File: config.mk
export PLATFORM = sky130hd
export DESIGN_NAME = accumulators_and_alert_flags
export DESIGN_NICKNAME = d
export VERILOG_FILES = /design/src/hdl/power_acc_pkg.sv /design/src/hdl/accumulator_channel.sv /design/src/hdl/accumulators_and_alert_flags.sv
export SDC_FILE = /design/constraint.sdc
export NUM_CORES = 1
export LEC_CHECK = 0
export BUFFER_PORTS_ARGS = -buffer_cell sky130_fd_sc_hd__buf_2
export CAP_MARGIN = 20
export CELL_PAD_IN_SITES_DETAIL_PLACEMENT = 1
export CELL_PAD_IN_SITES_GLOBAL_PLACEMENT = 2
export CORE_MARGIN = 5
export CORE_UTILIZATION = 29
export DETAILED_ROUTE_END_ITERATION = 10
export GPL_ROUTABILITY_DRIVEN = 0
export PLACE_DENSITY = 0.83
export SETUP_SLACK_MARGIN = 0.2
export SYNTH_ARGS = -nofsm -noshare
export SYNTH_HDL_FRONTEND = slang
export SYNTH_HIERARCHICAL = 1
export SYNTH_SLANG_ARGS = --single-unit
File: constraint.sdc
create_clock -name clk_sys_i -period 3.1 [get_ports clk_sys_i]
set_input_delay 0.155 -clock clk_sys_i [delete_from_list [all_inputs] [get_ports clk_sys_i]]
set_output_delay 0.155 -clock clk_sys_i [all_outputs]
set_load 0.02 [all_outputs]
File: src/hdl/power_acc_pkg.sv
`default_nettype none
package power_acc_pkg;
  // widths
  localparam int ACC_W = 40;
  localparam int DIAG_W = 16;
  localparam int ADDR_W = 6;
  localparam int CURRENT_W = 16;
  localparam int VBUS_W = 15;
  localparam int TEMP_W = 12;
  localparam int POWER_W = 24;
  localparam int PLIMIT_W = 16;
  localparam int LIMIT_N = 6;
  // power limit compares against the upper bits of the power result (256x lsb)
  localparam int POWER_CMP_LSB = 8;

  // register offsets
  localparam logic [ADDR_W-1:0] JOULES_ADDR = 6'h09;
  localparam logic [ADDR_W-1:0] COULOMBS_ADDR = 6'h0A;
  localparam logic [ADDR_W-1:0] DIAG_ADDR = 6'h0B;

  // fault_flags_alert_config field positions
  localparam int LATCH_BIT = 15;
  localparam int READY_EN_BIT = 14;
  localparam int AVG_SEL_BIT = 13;
  localparam int SENSE_BIT = 12;
  localparam int JOULE_OF_BIT = 11;
  localparam int COULOMB_OF_BIT = 10;
  localparam int ARITH_OF_BIT = 9;
  localparam int RESERVED_BIT = 8;
  localparam int LIMIT_LSB = 2;
  localparam int CONV_DONE_BIT = 1;
  localparam int TRIM_OK_BIT = 0;

  // limit flag index inside the six-bit limit vector (diag bits 7..2)
  localparam int LIM_TEMP = 5;
  localparam int LIM_OC = 4;
  localparam int LIM_UC = 3;
  localparam int LIM_BOV = 2;
  localparam int LIM_BUV = 1;
  localparam int LIM_POW = 0;

  // accumulator channels
  localparam int CH_JOULE = 0;
  localparam int CH_COULOMB = 1;
  localparam int CH_N = 2;

  localparam logic [DIAG_W-1:0] DIAG_RESET = 16'h0001;
  localparam logic [ACC_W-1:0] ACC_ZERO = 40'h00_0000_0000;
endpackage : power_acc_pkg
`default_nettype wire

File: src/hdl/accumulator_channel.sv
`timescale 1ns/1ps
`default_nettype none
module accumulator_channel
  import power_acc_pkg::*;
#(
  parameter bit IS_SIGNED = 1'b0
)
(
  // clock and reset
  input wire logic clk_sys_i,
  input wire logic sys_rst_i,
  input wire logic ce_i,
  // control
  input wire logic clear_i,
  input wire logic add_i,
  input wire logic [ACC_W-1:0] delta_i,
  // state
  output logic [ACC_W-1:0] sum_o,
  output logic overflow_o
);
  logic [ACC_W-1:0] sum_reg;
  logic [ACC_W-1:0] sum_next;
  logic ovf_reg;
  logic ovf_next;
  wire logic [ACC_W:0] wide_sum = {1'b0, sum_reg} + {1'b0, delta_i};
  wire logic signed_ovf = (sum_reg[ACC_W-1] == delta_i[ACC_W-1]) &&
                          (wide_sum[ACC_W-1] != sum_reg[ACC_W-1]);
  wire logic unsigned_ovf = wide_sum[ACC_W];
  wire logic ovf_event = add_i && (IS_SIGNED ? signed_ovf : unsigned_ovf);

  // a clear in the same cycle as an add restarts from zero, so no overflow can occur
  assign sum_next = clear_i ? (add_i ? delta_i : ACC_ZERO) :
                    (add_i ? wide_sum[ACC_W-1:0] : sum_reg);
  assign ovf_next = clear_i ? 1'b0 : (ovf_reg | ovf_event);

  always_ff @(posedge clk_sys_i)
  begin
    if (sys_rst_i)
    begin
      sum_reg <= ACC_ZERO;
      ovf_reg <= 1'b0;
    end
    else if (ce_i)
    begin
      sum_reg <= sum_next;
      ovf_reg <= ovf_next;
    end
  end

  assign sum_o = sum_reg;
  assign overflow_o = ovf_reg;
endmodule : accumulator_channel
`default_nettype wire

File: src/hdl/accumulators_and_alert_flags.sv
// Notes on behaviour
// RL1 - energy total is a 40-bit unsigned read-only value, 3.84 mJ per step
// RL2 - charge total is 40-bit two's complement read-only, 75 uC per step, resets zero
// RL3 - latch off: alert pin and flags go idle once the fault disappears
// RL4 - latch on: alert pin and flags hold until the diag register is read
// RL5 - bit 14 set lets conversion-done drive the alert pin; clear blocks it
// RL6 - bit 13 picks averaged or raw results for the limit comparisons
// RL7 - bit 12 sets pin polarity: zero active-low, one active-high, both open-drain
// RL8 - bit 11 sets on energy overflow, clears only on accumulator clear
// RL9 - bit 10 sets on charge overflow, clears only on accumulator clear
// RL10 - bit 9 flags arithmetic overflow, clears on triggered conversion or accumulator clear
// RL11 - bit 8 is reserved and always reads zero
// RL12 - bit 7 sets when temperature exceeds its limit
// RL13 - bit 6 sets when current exceeds the overcurrent limit
// RL14 - bit 5 sets when current falls below the undercurrent limit
// RL15 - bit 4 sets when supply voltage exceeds its upper limit
// RL16 - bit 3 sets when supply voltage falls below its lower limit
// RL17 - bit 2 sets when power exceeds its limit
// RL18 - with latching, limit flags 7..2 clear on a diag register read
// RL19 - bit 1 sets on conversion done; clears on read or triggered start
// RL20 - bit 0 resets to one, drops to zero on trim checksum error
// RL21 - with averaging non-zero, results update only after the full average
// RL22 - limits are compared on each new selected result, flags set that update
// RL23 - accumulator clear zeroes both overflow flags and both totals, or loads the delta if a result update lands with it
`timescale 1ns/1ps
`default_nettype none
module accumulators_and_alert_flags
  import power_acc_pkg::*;
(
  // clock, reset, enable
  input wire logic clk_sys_i,
  input wire logic sys_rst_i,
  input wire logic ce_i,
  // register port
  input wire logic [ADDR_W-1:0] reg_addr_i,
  input wire logic reg_rd_i,
  input wire logic reg_wr_i,
  input wire logic [DIAG_W-1:0] reg_wdata_i,
  output logic [ACC_W-1:0] reg_rdata_o,
  output logic reg_rvalid_o,
  // measurement results
  input wire logic raw_valid_i,
  input wire logic avg_done_i,
  input wire logic [2:0] avg_count_i,
  input wire logic signed [CURRENT_W-1:0] current_i,
  input wire logic [VBUS_W-1:0] vbus_i,
  input wire logic signed [TEMP_W-1:0] temp_i,
  input wire logic [POWER_W-1:0] power_i,
  input wire logic arith_ovf_i,
  // limits
  input wire logic signed [CURRENT_W-1:0] over_current_limit_i,
  input wire logic signed [CURRENT_W-1:0] under_current_limit_i,
  input wire logic [VBUS_W-1:0] supply_upper_limit_i,
  input wire logic [VBUS_W-1:0] supply_lower_limit_i,
  input wire logic signed [TEMP_W-1:0] temp_limit_i,
  input wire logic [PLIMIT_W-1:0] power_limit_i,
  // control events
  input wire logic trig_start_i,
  input wire logic accumulator_clear_i,
  input wire logic trim_checksum_err_i,
  // alert pin
  output logic alert_pin_o,
  output logic alert_pin_oe_o
);
  // configuration and flag state
  logic alert_latch_select_reg;
  logic ready_on_alert_enable_reg;
  logic alert_on_averaged_reg;
  logic alert_pin_sense_reg;
  logic arith_overflow_flag_reg;
  logic arith_overflow_flag_next;
  logic [LIMIT_N-1:0] limit_flags_reg;
  logic [LIMIT_N-1:0] limit_flags_next;
  logic conversion_done_flag_reg;
  logic conversion_done_flag_next;
  logic trim_checksum_ok_reg;
  logic [ACC_W-1:0] rdata_reg;
  logic [ACC_W-1:0] rdata_next;
  logic rvalid_reg;
  logic alert_oe_reg;
  logic alert_out_reg;

  logic [ACC_W-1:0] acc_delta [CH_N];
  logic [ACC_W-1:0] acc_sum [CH_N];
  logic [CH_N-1:0] acc_ovf;

  // decode
  wire logic rd_diag = reg_rd_i && (reg_addr_i == DIAG_ADDR);
  wire logic wr_diag = reg_wr_i && (reg_addr_i == DIAG_ADDR);
  wire logic joule_acc_overflow_flag = acc_ovf[CH_JOULE];
  wire logic coulomb_acc_overflow_flag = acc_ovf[CH_COULOMB];

  // RL21 averaged strobe
  // with no averaging every raw result is already final
  wire logic avg_strobe = (avg_count_i == 3'h0) ? raw_valid_i : avg_done_i;
  wire logic result_update = avg_strobe;

  // RL6 comparison source
  wire logic cmp_strobe = alert_on_averaged_reg ? avg_strobe : raw_valid_i;

  // limit comparisons
  logic [LIMIT_N-1:0] violation;
  // RL12 over temperature
  assign violation[LIM_TEMP] = temp_i > temp_limit_i;
  // RL13 over current
  assign violation[LIM_OC] = current_i > over_current_limit_i;
  // RL14 under current
  assign violation[LIM_UC] = current_i < under_current_limit_i;
  // RL15 supply over limit
  assign violation[LIM_BOV] = vbus_i > supply_upper_limit_i;
  // RL16 supply under limit
  assign violation[LIM_BUV] = vbus_i < supply_lower_limit_i;
  // RL17 power over limit
  assign violation[LIM_POW] = power_i[POWER_W-1:POWER_CMP_LSB] > power_limit_i;

  // RL22 flag on comparison
  wire logic [LIMIT_N-1:0] new_hits = cmp_strobe ? violation : {LIMIT_N{1'b0}};
  // RL4 latched hold
  // RL18 read clears latched
  // set wins over a read that lands in the same cycle
  wire logic [LIMIT_N-1:0] latched_flags =
    new_hits | (rd_diag ? {LIMIT_N{1'b0}} : limit_flags_reg);
  // RL3 transparent follow
  wire logic [LIMIT_N-1:0] transparent_flags = cmp_strobe ? violation : limit_flags_reg;
  assign limit_flags_next = alert_latch_select_reg ? latched_flags : transparent_flags;

  // RL19 conversion done flag
  wire logic conv_clear = rd_diag || trig_start_i;
  assign conversion_done_flag_next =
    result_update || (conv_clear ? 1'b0 : conversion_done_flag_reg);

  // RL10 arithmetic overflow
  wire logic arith_clear = trig_start_i || accumulator_clear_i;
  assign arith_overflow_flag_next =
    arith_ovf_i || (arith_clear ? 1'b0 : arith_overflow_flag_reg);

  // RL5 ready on pin
  wire logic alert_active = (|limit_flags_reg) ||
                            (ready_on_alert_enable_reg && conversion_done_flag_reg);
  // RL7 polarity
  // active-high open-drain releases the pin when active, pulls low when idle
  wire logic alert_oe_next = alert_active ^ alert_pin_sense_reg;

  // read image of the diag register, reserved bit forced low
  logic [DIAG_W-1:0] diag_word;
  always_comb
  begin
    diag_word = {DIAG_W{1'b0}};
    diag_word[LATCH_BIT] = alert_latch_select_reg;
    diag_word[READY_EN_BIT] = ready_on_alert_enable_reg;
    diag_word[AVG_SEL_BIT] = alert_on_averaged_reg;
    diag_word[SENSE_BIT] = alert_pin_sense_reg;
    diag_word[JOULE_OF_BIT] = joule_acc_overflow_flag;
    diag_word[COULOMB_OF_BIT] = coulomb_acc_overflow_flag;
    diag_word[ARITH_OF_BIT] = arith_overflow_flag_reg;
    // RL11 reserved zero
    diag_word[RESERVED_BIT] = 1'b0;
    diag_word[LIMIT_LSB +: LIMIT_N] = limit_flags_reg;
    diag_word[CONV_DONE_BIT] = conversion_done_flag_reg;
    diag_word[TRIM_OK_BIT] = trim_checksum_ok_reg;
  end

  // read mux, unmapped offsets read zero
  // RL1 energy readback
  // RL2 charge readback
  assign rdata_next =
    (reg_addr_i == JOULES_ADDR) ? acc_sum[CH_JOULE] :
    (reg_addr_i == COULOMBS_ADDR) ? acc_sum[CH_COULOMB] :
    (reg_addr_i == DIAG_ADDR) ? {{(ACC_W-DIAG_W){1'b0}}, diag_word} : ACC_ZERO;

  // accumulator deltas: power is unsigned, current sign-extended
  assign acc_delta[CH_JOULE] = {{(ACC_W-POWER_W){1'b0}}, power_i};
  assign acc_delta[CH_COULOMB] = {{(ACC_W-CURRENT_W){current_i[CURRENT_W-1]}}, current_i};

  // RL8 energy overflow
  // RL9 charge overflow
  // RL23 clear both totals
  genvar ch;
  generate
    for (ch = 0; ch < CH_N; ch++)
    begin : g_acc
      accumulator_channel #(
        .IS_SIGNED(ch == CH_COULOMB)
      ) u_acc (
        .clk_sys_i(clk_sys_i),
        .sys_rst_i(sys_rst_i),
        .ce_i(ce_i),
        .clear_i(accumulator_clear_i),
        .add_i(result_update),
        .delta_i(acc_delta[ch]),
        .sum_o(acc_sum[ch]),
        .overflow_o(acc_ovf[ch])
      );
    end
  endgenerate

  always_ff @(posedge clk_sys_i)
  begin
    if (sys_rst_i)
    begin
      alert_latch_select_reg <= DIAG_RESET[LATCH_BIT];
      ready_on_alert_enable_reg <= DIAG_RESET[READY_EN_BIT];
      alert_on_averaged_reg <= DIAG_RESET[AVG_SEL_BIT];
      alert_pin_sense_reg <= DIAG_RESET[SENSE_BIT];
    end
    else if (ce_i && wr_diag)
    begin
      alert_latch_select_reg <= reg_wdata_i[LATCH_BIT];
      ready_on_alert_enable_reg <= reg_wdata_i[READY_EN_BIT];
      alert_on_averaged_reg <= reg_wdata_i[AVG_SEL_BIT];
      alert_pin_sense_reg <= reg_wdata_i[SENSE_BIT];
    end
  end

  always_ff @(posedge clk_sys_i)
  begin
    if (sys_rst_i)
    begin
      limit_flags_reg <= DIAG_RESET[LIMIT_LSB +: LIMIT_N];
      conversion_done_flag_reg <= DIAG_RESET[CONV_DONE_BIT];
      arith_overflow_flag_reg <= DIAG_RESET[ARITH_OF_BIT];
    end
    else if (ce_i)
    begin
      limit_flags_reg <= limit_flags_next;
      conversion_done_flag_reg <= conversion_done_flag_next;
      arith_overflow_flag_reg <= arith_overflow_flag_next;
    end
  end

  // RL20 trim checksum status
  // sticky until reset: a trim fault is not something software can repair
  always_ff @(posedge clk_sys_i)
  begin
    if (sys_rst_i)
      trim_checksum_ok_reg <= DIAG_RESET[TRIM_OK_BIT];
    else if (ce_i && trim_checksum_err_i)
      trim_checksum_ok_reg <= 1'b0;
  end

  always_ff @(posedge clk_sys_i)
  begin
    if (sys_rst_i)
    begin
      rdata_reg <= ACC_ZERO;
      rvalid_reg <= 1'b0;
      alert_oe_reg <= 1'b0;
      alert_out_reg <= 1'b0;
    end
    else if (ce_i)
    begin
      if (reg_rd_i)
        rdata_reg <= rdata_next;
      rvalid_reg <= reg_rd_i;
      alert_oe_reg <= alert_oe_next;
      alert_out_reg <= 1'b0;
    end
  end

  assign reg_rdata_o = rdata_reg;
  assign reg_rvalid_o = rvalid_reg;
  assign alert_pin_o = alert_out_reg;
  assign alert_pin_oe_o = alert_oe_reg;
endmodule : accumulators_and_alert_flags
`default_nettype wire

==> results.txt <==
----------------------------------------------------
[STA]
  Headroom to the max-slew limit ... roughly a third
  Worst Skew ... 0.0138 ns
  Timing-limited maximum frequency ... about 340 MHz
  Max Slew Vio Count ... 0
  Worst hold margin ... 0.0234 ns
  Setup repair after global routing missed its margin ... true
  Tightest Pin Transition ... 1.03 ns
  Clock period minus final worst setup slack ... a little under 3 ns
  Setup-violating endpoint count in the final report ... 0
  Final hold violation count ... 0
  Final worst path period share ... between 90% and 100%
  Aggregate negative setup slack ... 0 ns

[Power]
  Cell-internal power ... between 4 and 5 mW
  Relative contribution of the clock network to total power ... roughly a third
  Combinational fraction of design power ... a little over a third
  NetSw ... around 2.4 mW
  Switching share of power ... a little under two fifths
  Seq pwr share ... a little under a third
  Static leakage ... approximately 7.7 nW
  Max rail drop VDD ... approximately 0.28 mV
  Total power divided by cell area ... just under 400 nW/um^2

[Placement]
  Port Buffers ... around 220
  Area after DPL ... between 10000 and 15000 sq um
  Detail Placement HPWL ... just over 40 mm

[Cells and area]
  Nets ... around 2400
  Max FFs per register ... 80
  Summed area of non-filler cells in the final layout ... ~16000 sq um
  Area added between synthesis and finish ... 27.4%
  Core utilization of the finished layout ... around 37%
  Ratio of cells with drive above 1 in the final layout ... 22.0%
  Layout fillers ... 5466

[Logic synthesis]
  Synthesized instance count ... between 1500 and 2000
  Netlist Area Pre-Place ... 12700 sq um
  EDFF count, synth ... 0
  Sequential cell area fraction in the yosys report ... between 20 and 25%
  Synthesis Warnings ... 6
  Dominant cells by area after synthesis ... sky130_fd_sc_hd__dfxtp_1, sky130_fd_sc_hd__ha_1, sky130_fd_sc_hd__a21oi_1
  Fraction of registers with async set or reset after synthesis ... 0%
  Syn avg cell area ... ~7.5 sq um
  Most frequent cell after synthesis ... sky130_fd_sc_hd__a21oi_1
  Ys flop type ... sky130_fd_sc_hd__dfxtp_1
  Number of library cell types mapped by synthesis ... 77
  Cell types with the highest counts after synthesis ... sky130_fd_sc_hd__a21oi_1, sky130_fd_sc_hd__ha_1, sky130_fd_sc_hd__nand2_1
  Post-synth top area share ... 21.6%
  Flip-flop and latch count after synthesis ... between 100 and 150
  Cell taking the most area after synthesis ... sky130_fd_sc_hd__dfxtp_1

[Setup path]
  Gate family responsible for the most delay along the worst path ... compound AO/OA/AOI/OAI gates
  R2r startpoint ... g_acc[1].u_acc/sum_o[3]
  Number of buffer and inverter stages on the critical path ... 3
  Required arrival time at the worst endpoint ... 3.44 ns
  Critical setup path kind ... reg -> reg
  Arrival time at the worst endpoint ... around 3.3 ns
  CP cell instances ... ha_1, buf_4, a31oi_1, a211o_1, a21oi_4, buf_6, o211ai_1, buf_4, a31oi_4, a41oi_1, xor2_1, a221oi_1
  Reg-to-Reg End ... g_acc[1].u_acc/sum_o[33]
  Crit-path slowest cell ... sky130_fd_sc_hd__ha_1
  Sort of element at the end of the critical path ... flip-flop
  Largest incremental delay on the critical path ... between 0.3 and 0.4 ns
  Length in cells of the worst reg-to-reg path ... 12
  Startpoint types ... flip-flop
  Most used cell, CP ... sky130_fd_sc_hd__buf_4
  Critical path peak fanout ... 4
  Flop-to-flop setup slack ... between 0.15 and 0.2 ns

[Global route]
  Maximum number of pins on one net before global-route repair ... between 90 and 100
  First-pass GRT wire length ... roughly 81 mm
  Aggregate global-route resource usage ... around a fifth
  GRT overflow ... 0
  Number of antenna violations at the first check in global routing ... 6
  Via count of the first global-routing pass ... around 15000

[Min path]
  Worst Hold Path Cells ... 3
  HP Start ... reg_wdata_i[13]
  Worst Hold Path EP ... alert_on_averaged_reg
  Kind of path behind the tightest hold check ... in -> reg

[Floorplan]
  Die outline area ... about 48000 sq um
  Horiz. Die Dim ... about 220 um
  Die span in y ... approximately 220 um
  Cell Rows ... 76
  Effective utilization at floorplan ... ~29%
  Total I/O pin count ... roughly 240
  Placeable core region ... around 43000 sq um

[Route]
  Initial DRC Count ... roughly 660
  Vias ... 14000
  Number of vias per cell after detailed routing ... approximately 5.4
  Final wirelength ... 52.2 mm
  Average routed wire per standard cell ... roughly 20 um
  Number of nets with antenna violations after detailed routing ... 0
  Residual DRC count ... 0
  Number of search-and-repair iterations in the first detailed-routing pass ... 5

[Clock network]
  Clock Root Buffer ... sky130_fd_sc_hd__clkbuf_16
  H-tree depth ... 4
  Number of sinks on the clock net ... approximately 140
  Num CTS Buffers ... 17
  Source-to-sink clock delay at the later pin of the worst-skew pair ... roughly 0.45 ns
  Number of buffers on the longest clock path ... 2
  Worst-path clk slew ... 0.07 ns
  Clock tree from TritonCTS ... built

[Outcome]
  Run status ... completed

[Flow run]
  Max Cap Viol ... 0

----------------------------------------------------
==> worst max path at each step <==
stage	start	endpoint	slack (ns)	depth (start not counted)
finish	g_acc[1].u_acc/sum_o[3]	g_acc[1].u_acc/sum_o[33]	0.15	12
global placement	current_i[0]	g_acc[1].u_acc/sum_o[32]	-0.06	16
global route	g_acc[1].u_acc/sum_o[0]	g_acc[1].u_acc/sum_o[32]	0.03	15
detailed placement	current_i[15]	g_acc[1].u_acc/sum_o[39]	-0.17	13
CTS	g_acc[1].u_acc/sum_o[8]	g_acc[1].u_acc/sum_o[39]	0.1	12
floorplan	g_acc[1].u_acc/sum_o[25]	g_acc[1].u_acc/sum_o[39]	0.27	12
==> stage by stage <==
step                instances  setup WS [ns]  power [mW]
floorplan                1733          0.272        3.37
global placement         2537        -0.0599        4.08
detailed placement       2537         -0.165        4.15
CTS                      2589         0.0979        6.39
global route             2597         0.0274        6.80
finish                   2598          0.153        6.43
==> placed cells by master, fill, tap and decap left out, types with 13 or more instances in the layout <==
master                      instances
sky130_fd_sc_hd__xor2_1            28
sky130_fd_sc_hd__nand2b_1          22
sky130_fd_sc_hd__clkbuf_16         17
sky130_fd_sc_hd__a221oi_1          42
sky130_fd_sc_hd__nor3_1            59
sky130_fd_sc_hd__a21o_1            53
sky130_fd_sc_hd__o21ai_0          116
sky130_fd_sc_hd__nand4_1           22
sky130_fd_sc_hd__a21oi_1          187
sky130_fd_sc_hd__nand3_1           29
sky130_fd_sc_hd__a211oi_1          36
sky130_fd_sc_hd__nor2_1           132
sky130_fd_sc_hd__a221o_1           21
sky130_fd_sc_hd__mux2i_1           13
sky130_fd_sc_hd__dfxtp_1          130
sky130_fd_sc_hd__o211ai_1          13
sky130_fd_sc_hd__buf_2            221
sky130_fd_sc_hd__buf_4            109
sky130_fd_sc_hd__nor2b_1           14
sky130_fd_sc_hd__inv_1            135
sky130_fd_sc_hd__nand2_1          144
sky130_fd_sc_hd__xnor2_1           39
sky130_fd_sc_hd__o21a_1            13
sky130_fd_sc_hd__ha_1             158
sky130_fd_sc_hd__conb_1            33
==> power groups by stage <==
stage               Sequential (mW)  Clock (mW)  Combinational, mW
floorplan                      2.02           0               1.35
global placement               2.04           0               2.04
detailed placement             2.04           0               2.11
CTS                            2.01        2.20               2.19
global route                   2.02        2.27               2.51
finish                         2.01        2.15               2.27
==> metal layers <==
layer  GRT usage (%)  up-vias  routed length [um]
met3            5.16      105                3070
met2            36.9      366               25200
met1            25.6     6748               22100
li1                -     6786                   -
met5               0        -                  52
met4            7.24       10                1760
==> timing repair <==
action | 4_1_cts | 5_1_grt
pin swaps | 13 | 15
endpoints found under the hold margin | 5 | 0
endpoints found under the setup margin | 14 | 30
hold buffers | 5 | 0
setup buffers | 15 | 8
gates resized for setup | 37 | 36
==> worst register-to-register path, cell delays in order, from the launching register on <==
cell and delay [ns]:
sky130_fd_sc_hd__dfxtp_1 0.33, sky130_fd_sc_hd__ha_1 0.39, sky130_fd_sc_hd__buf_4 0.18, sky130_fd_sc_hd__a31oi_1 0.13
sky130_fd_sc_hd__a211o_1 0.38, sky130_fd_sc_hd__a21oi_4 0.23, sky130_fd_sc_hd__buf_6 0.13, sky130_fd_sc_hd__o211ai_1 0.08
sky130_fd_sc_hd__buf_4 0.17, sky130_fd_sc_hd__a31oi_4 0.17, sky130_fd_sc_hd__a41oi_1 0.17, sky130_fd_sc_hd__xor2_1 0.17
sky130_fd_sc_hd__a221oi_1 0.31
==> cell families (layout without fill, tap and decap cells) <==
group / count (synthesis) / in the layout / share of synthesized area (%)
AOI/OAI and AO/OA: 600 / 600 / 31.0
and+or+nand+nor: 482 / 482 / 17.7
buffers and inverters: 231 / 510 / 7.12
adders and majority gates: 169 / 169 / 16.8
DFF: 137 / 137 / 21.6
xor gates and xnor gates: 67 / 67 / 4.62
muxes: 14 / 14 / 1.11
other: 1 / 34 / 0.0295
==> area by class of cell <==
cell class                      instances  area [sq um]  area share, %
Multi-Input combinational cell       1365          9520           58.8
Sequential cell                       137          2750           17.0
Timing Repair Buffer                  342          2060           12.7
Tap cell                              585           732           4.53
Inverter                              136           510           3.16
Clock buffer                           20           457           2.82
Clock inverter                         12           141          0.874
Antenna cell                            1          2.50         0.0155
No activity file was read; power rests on OpenSTA's default activity.
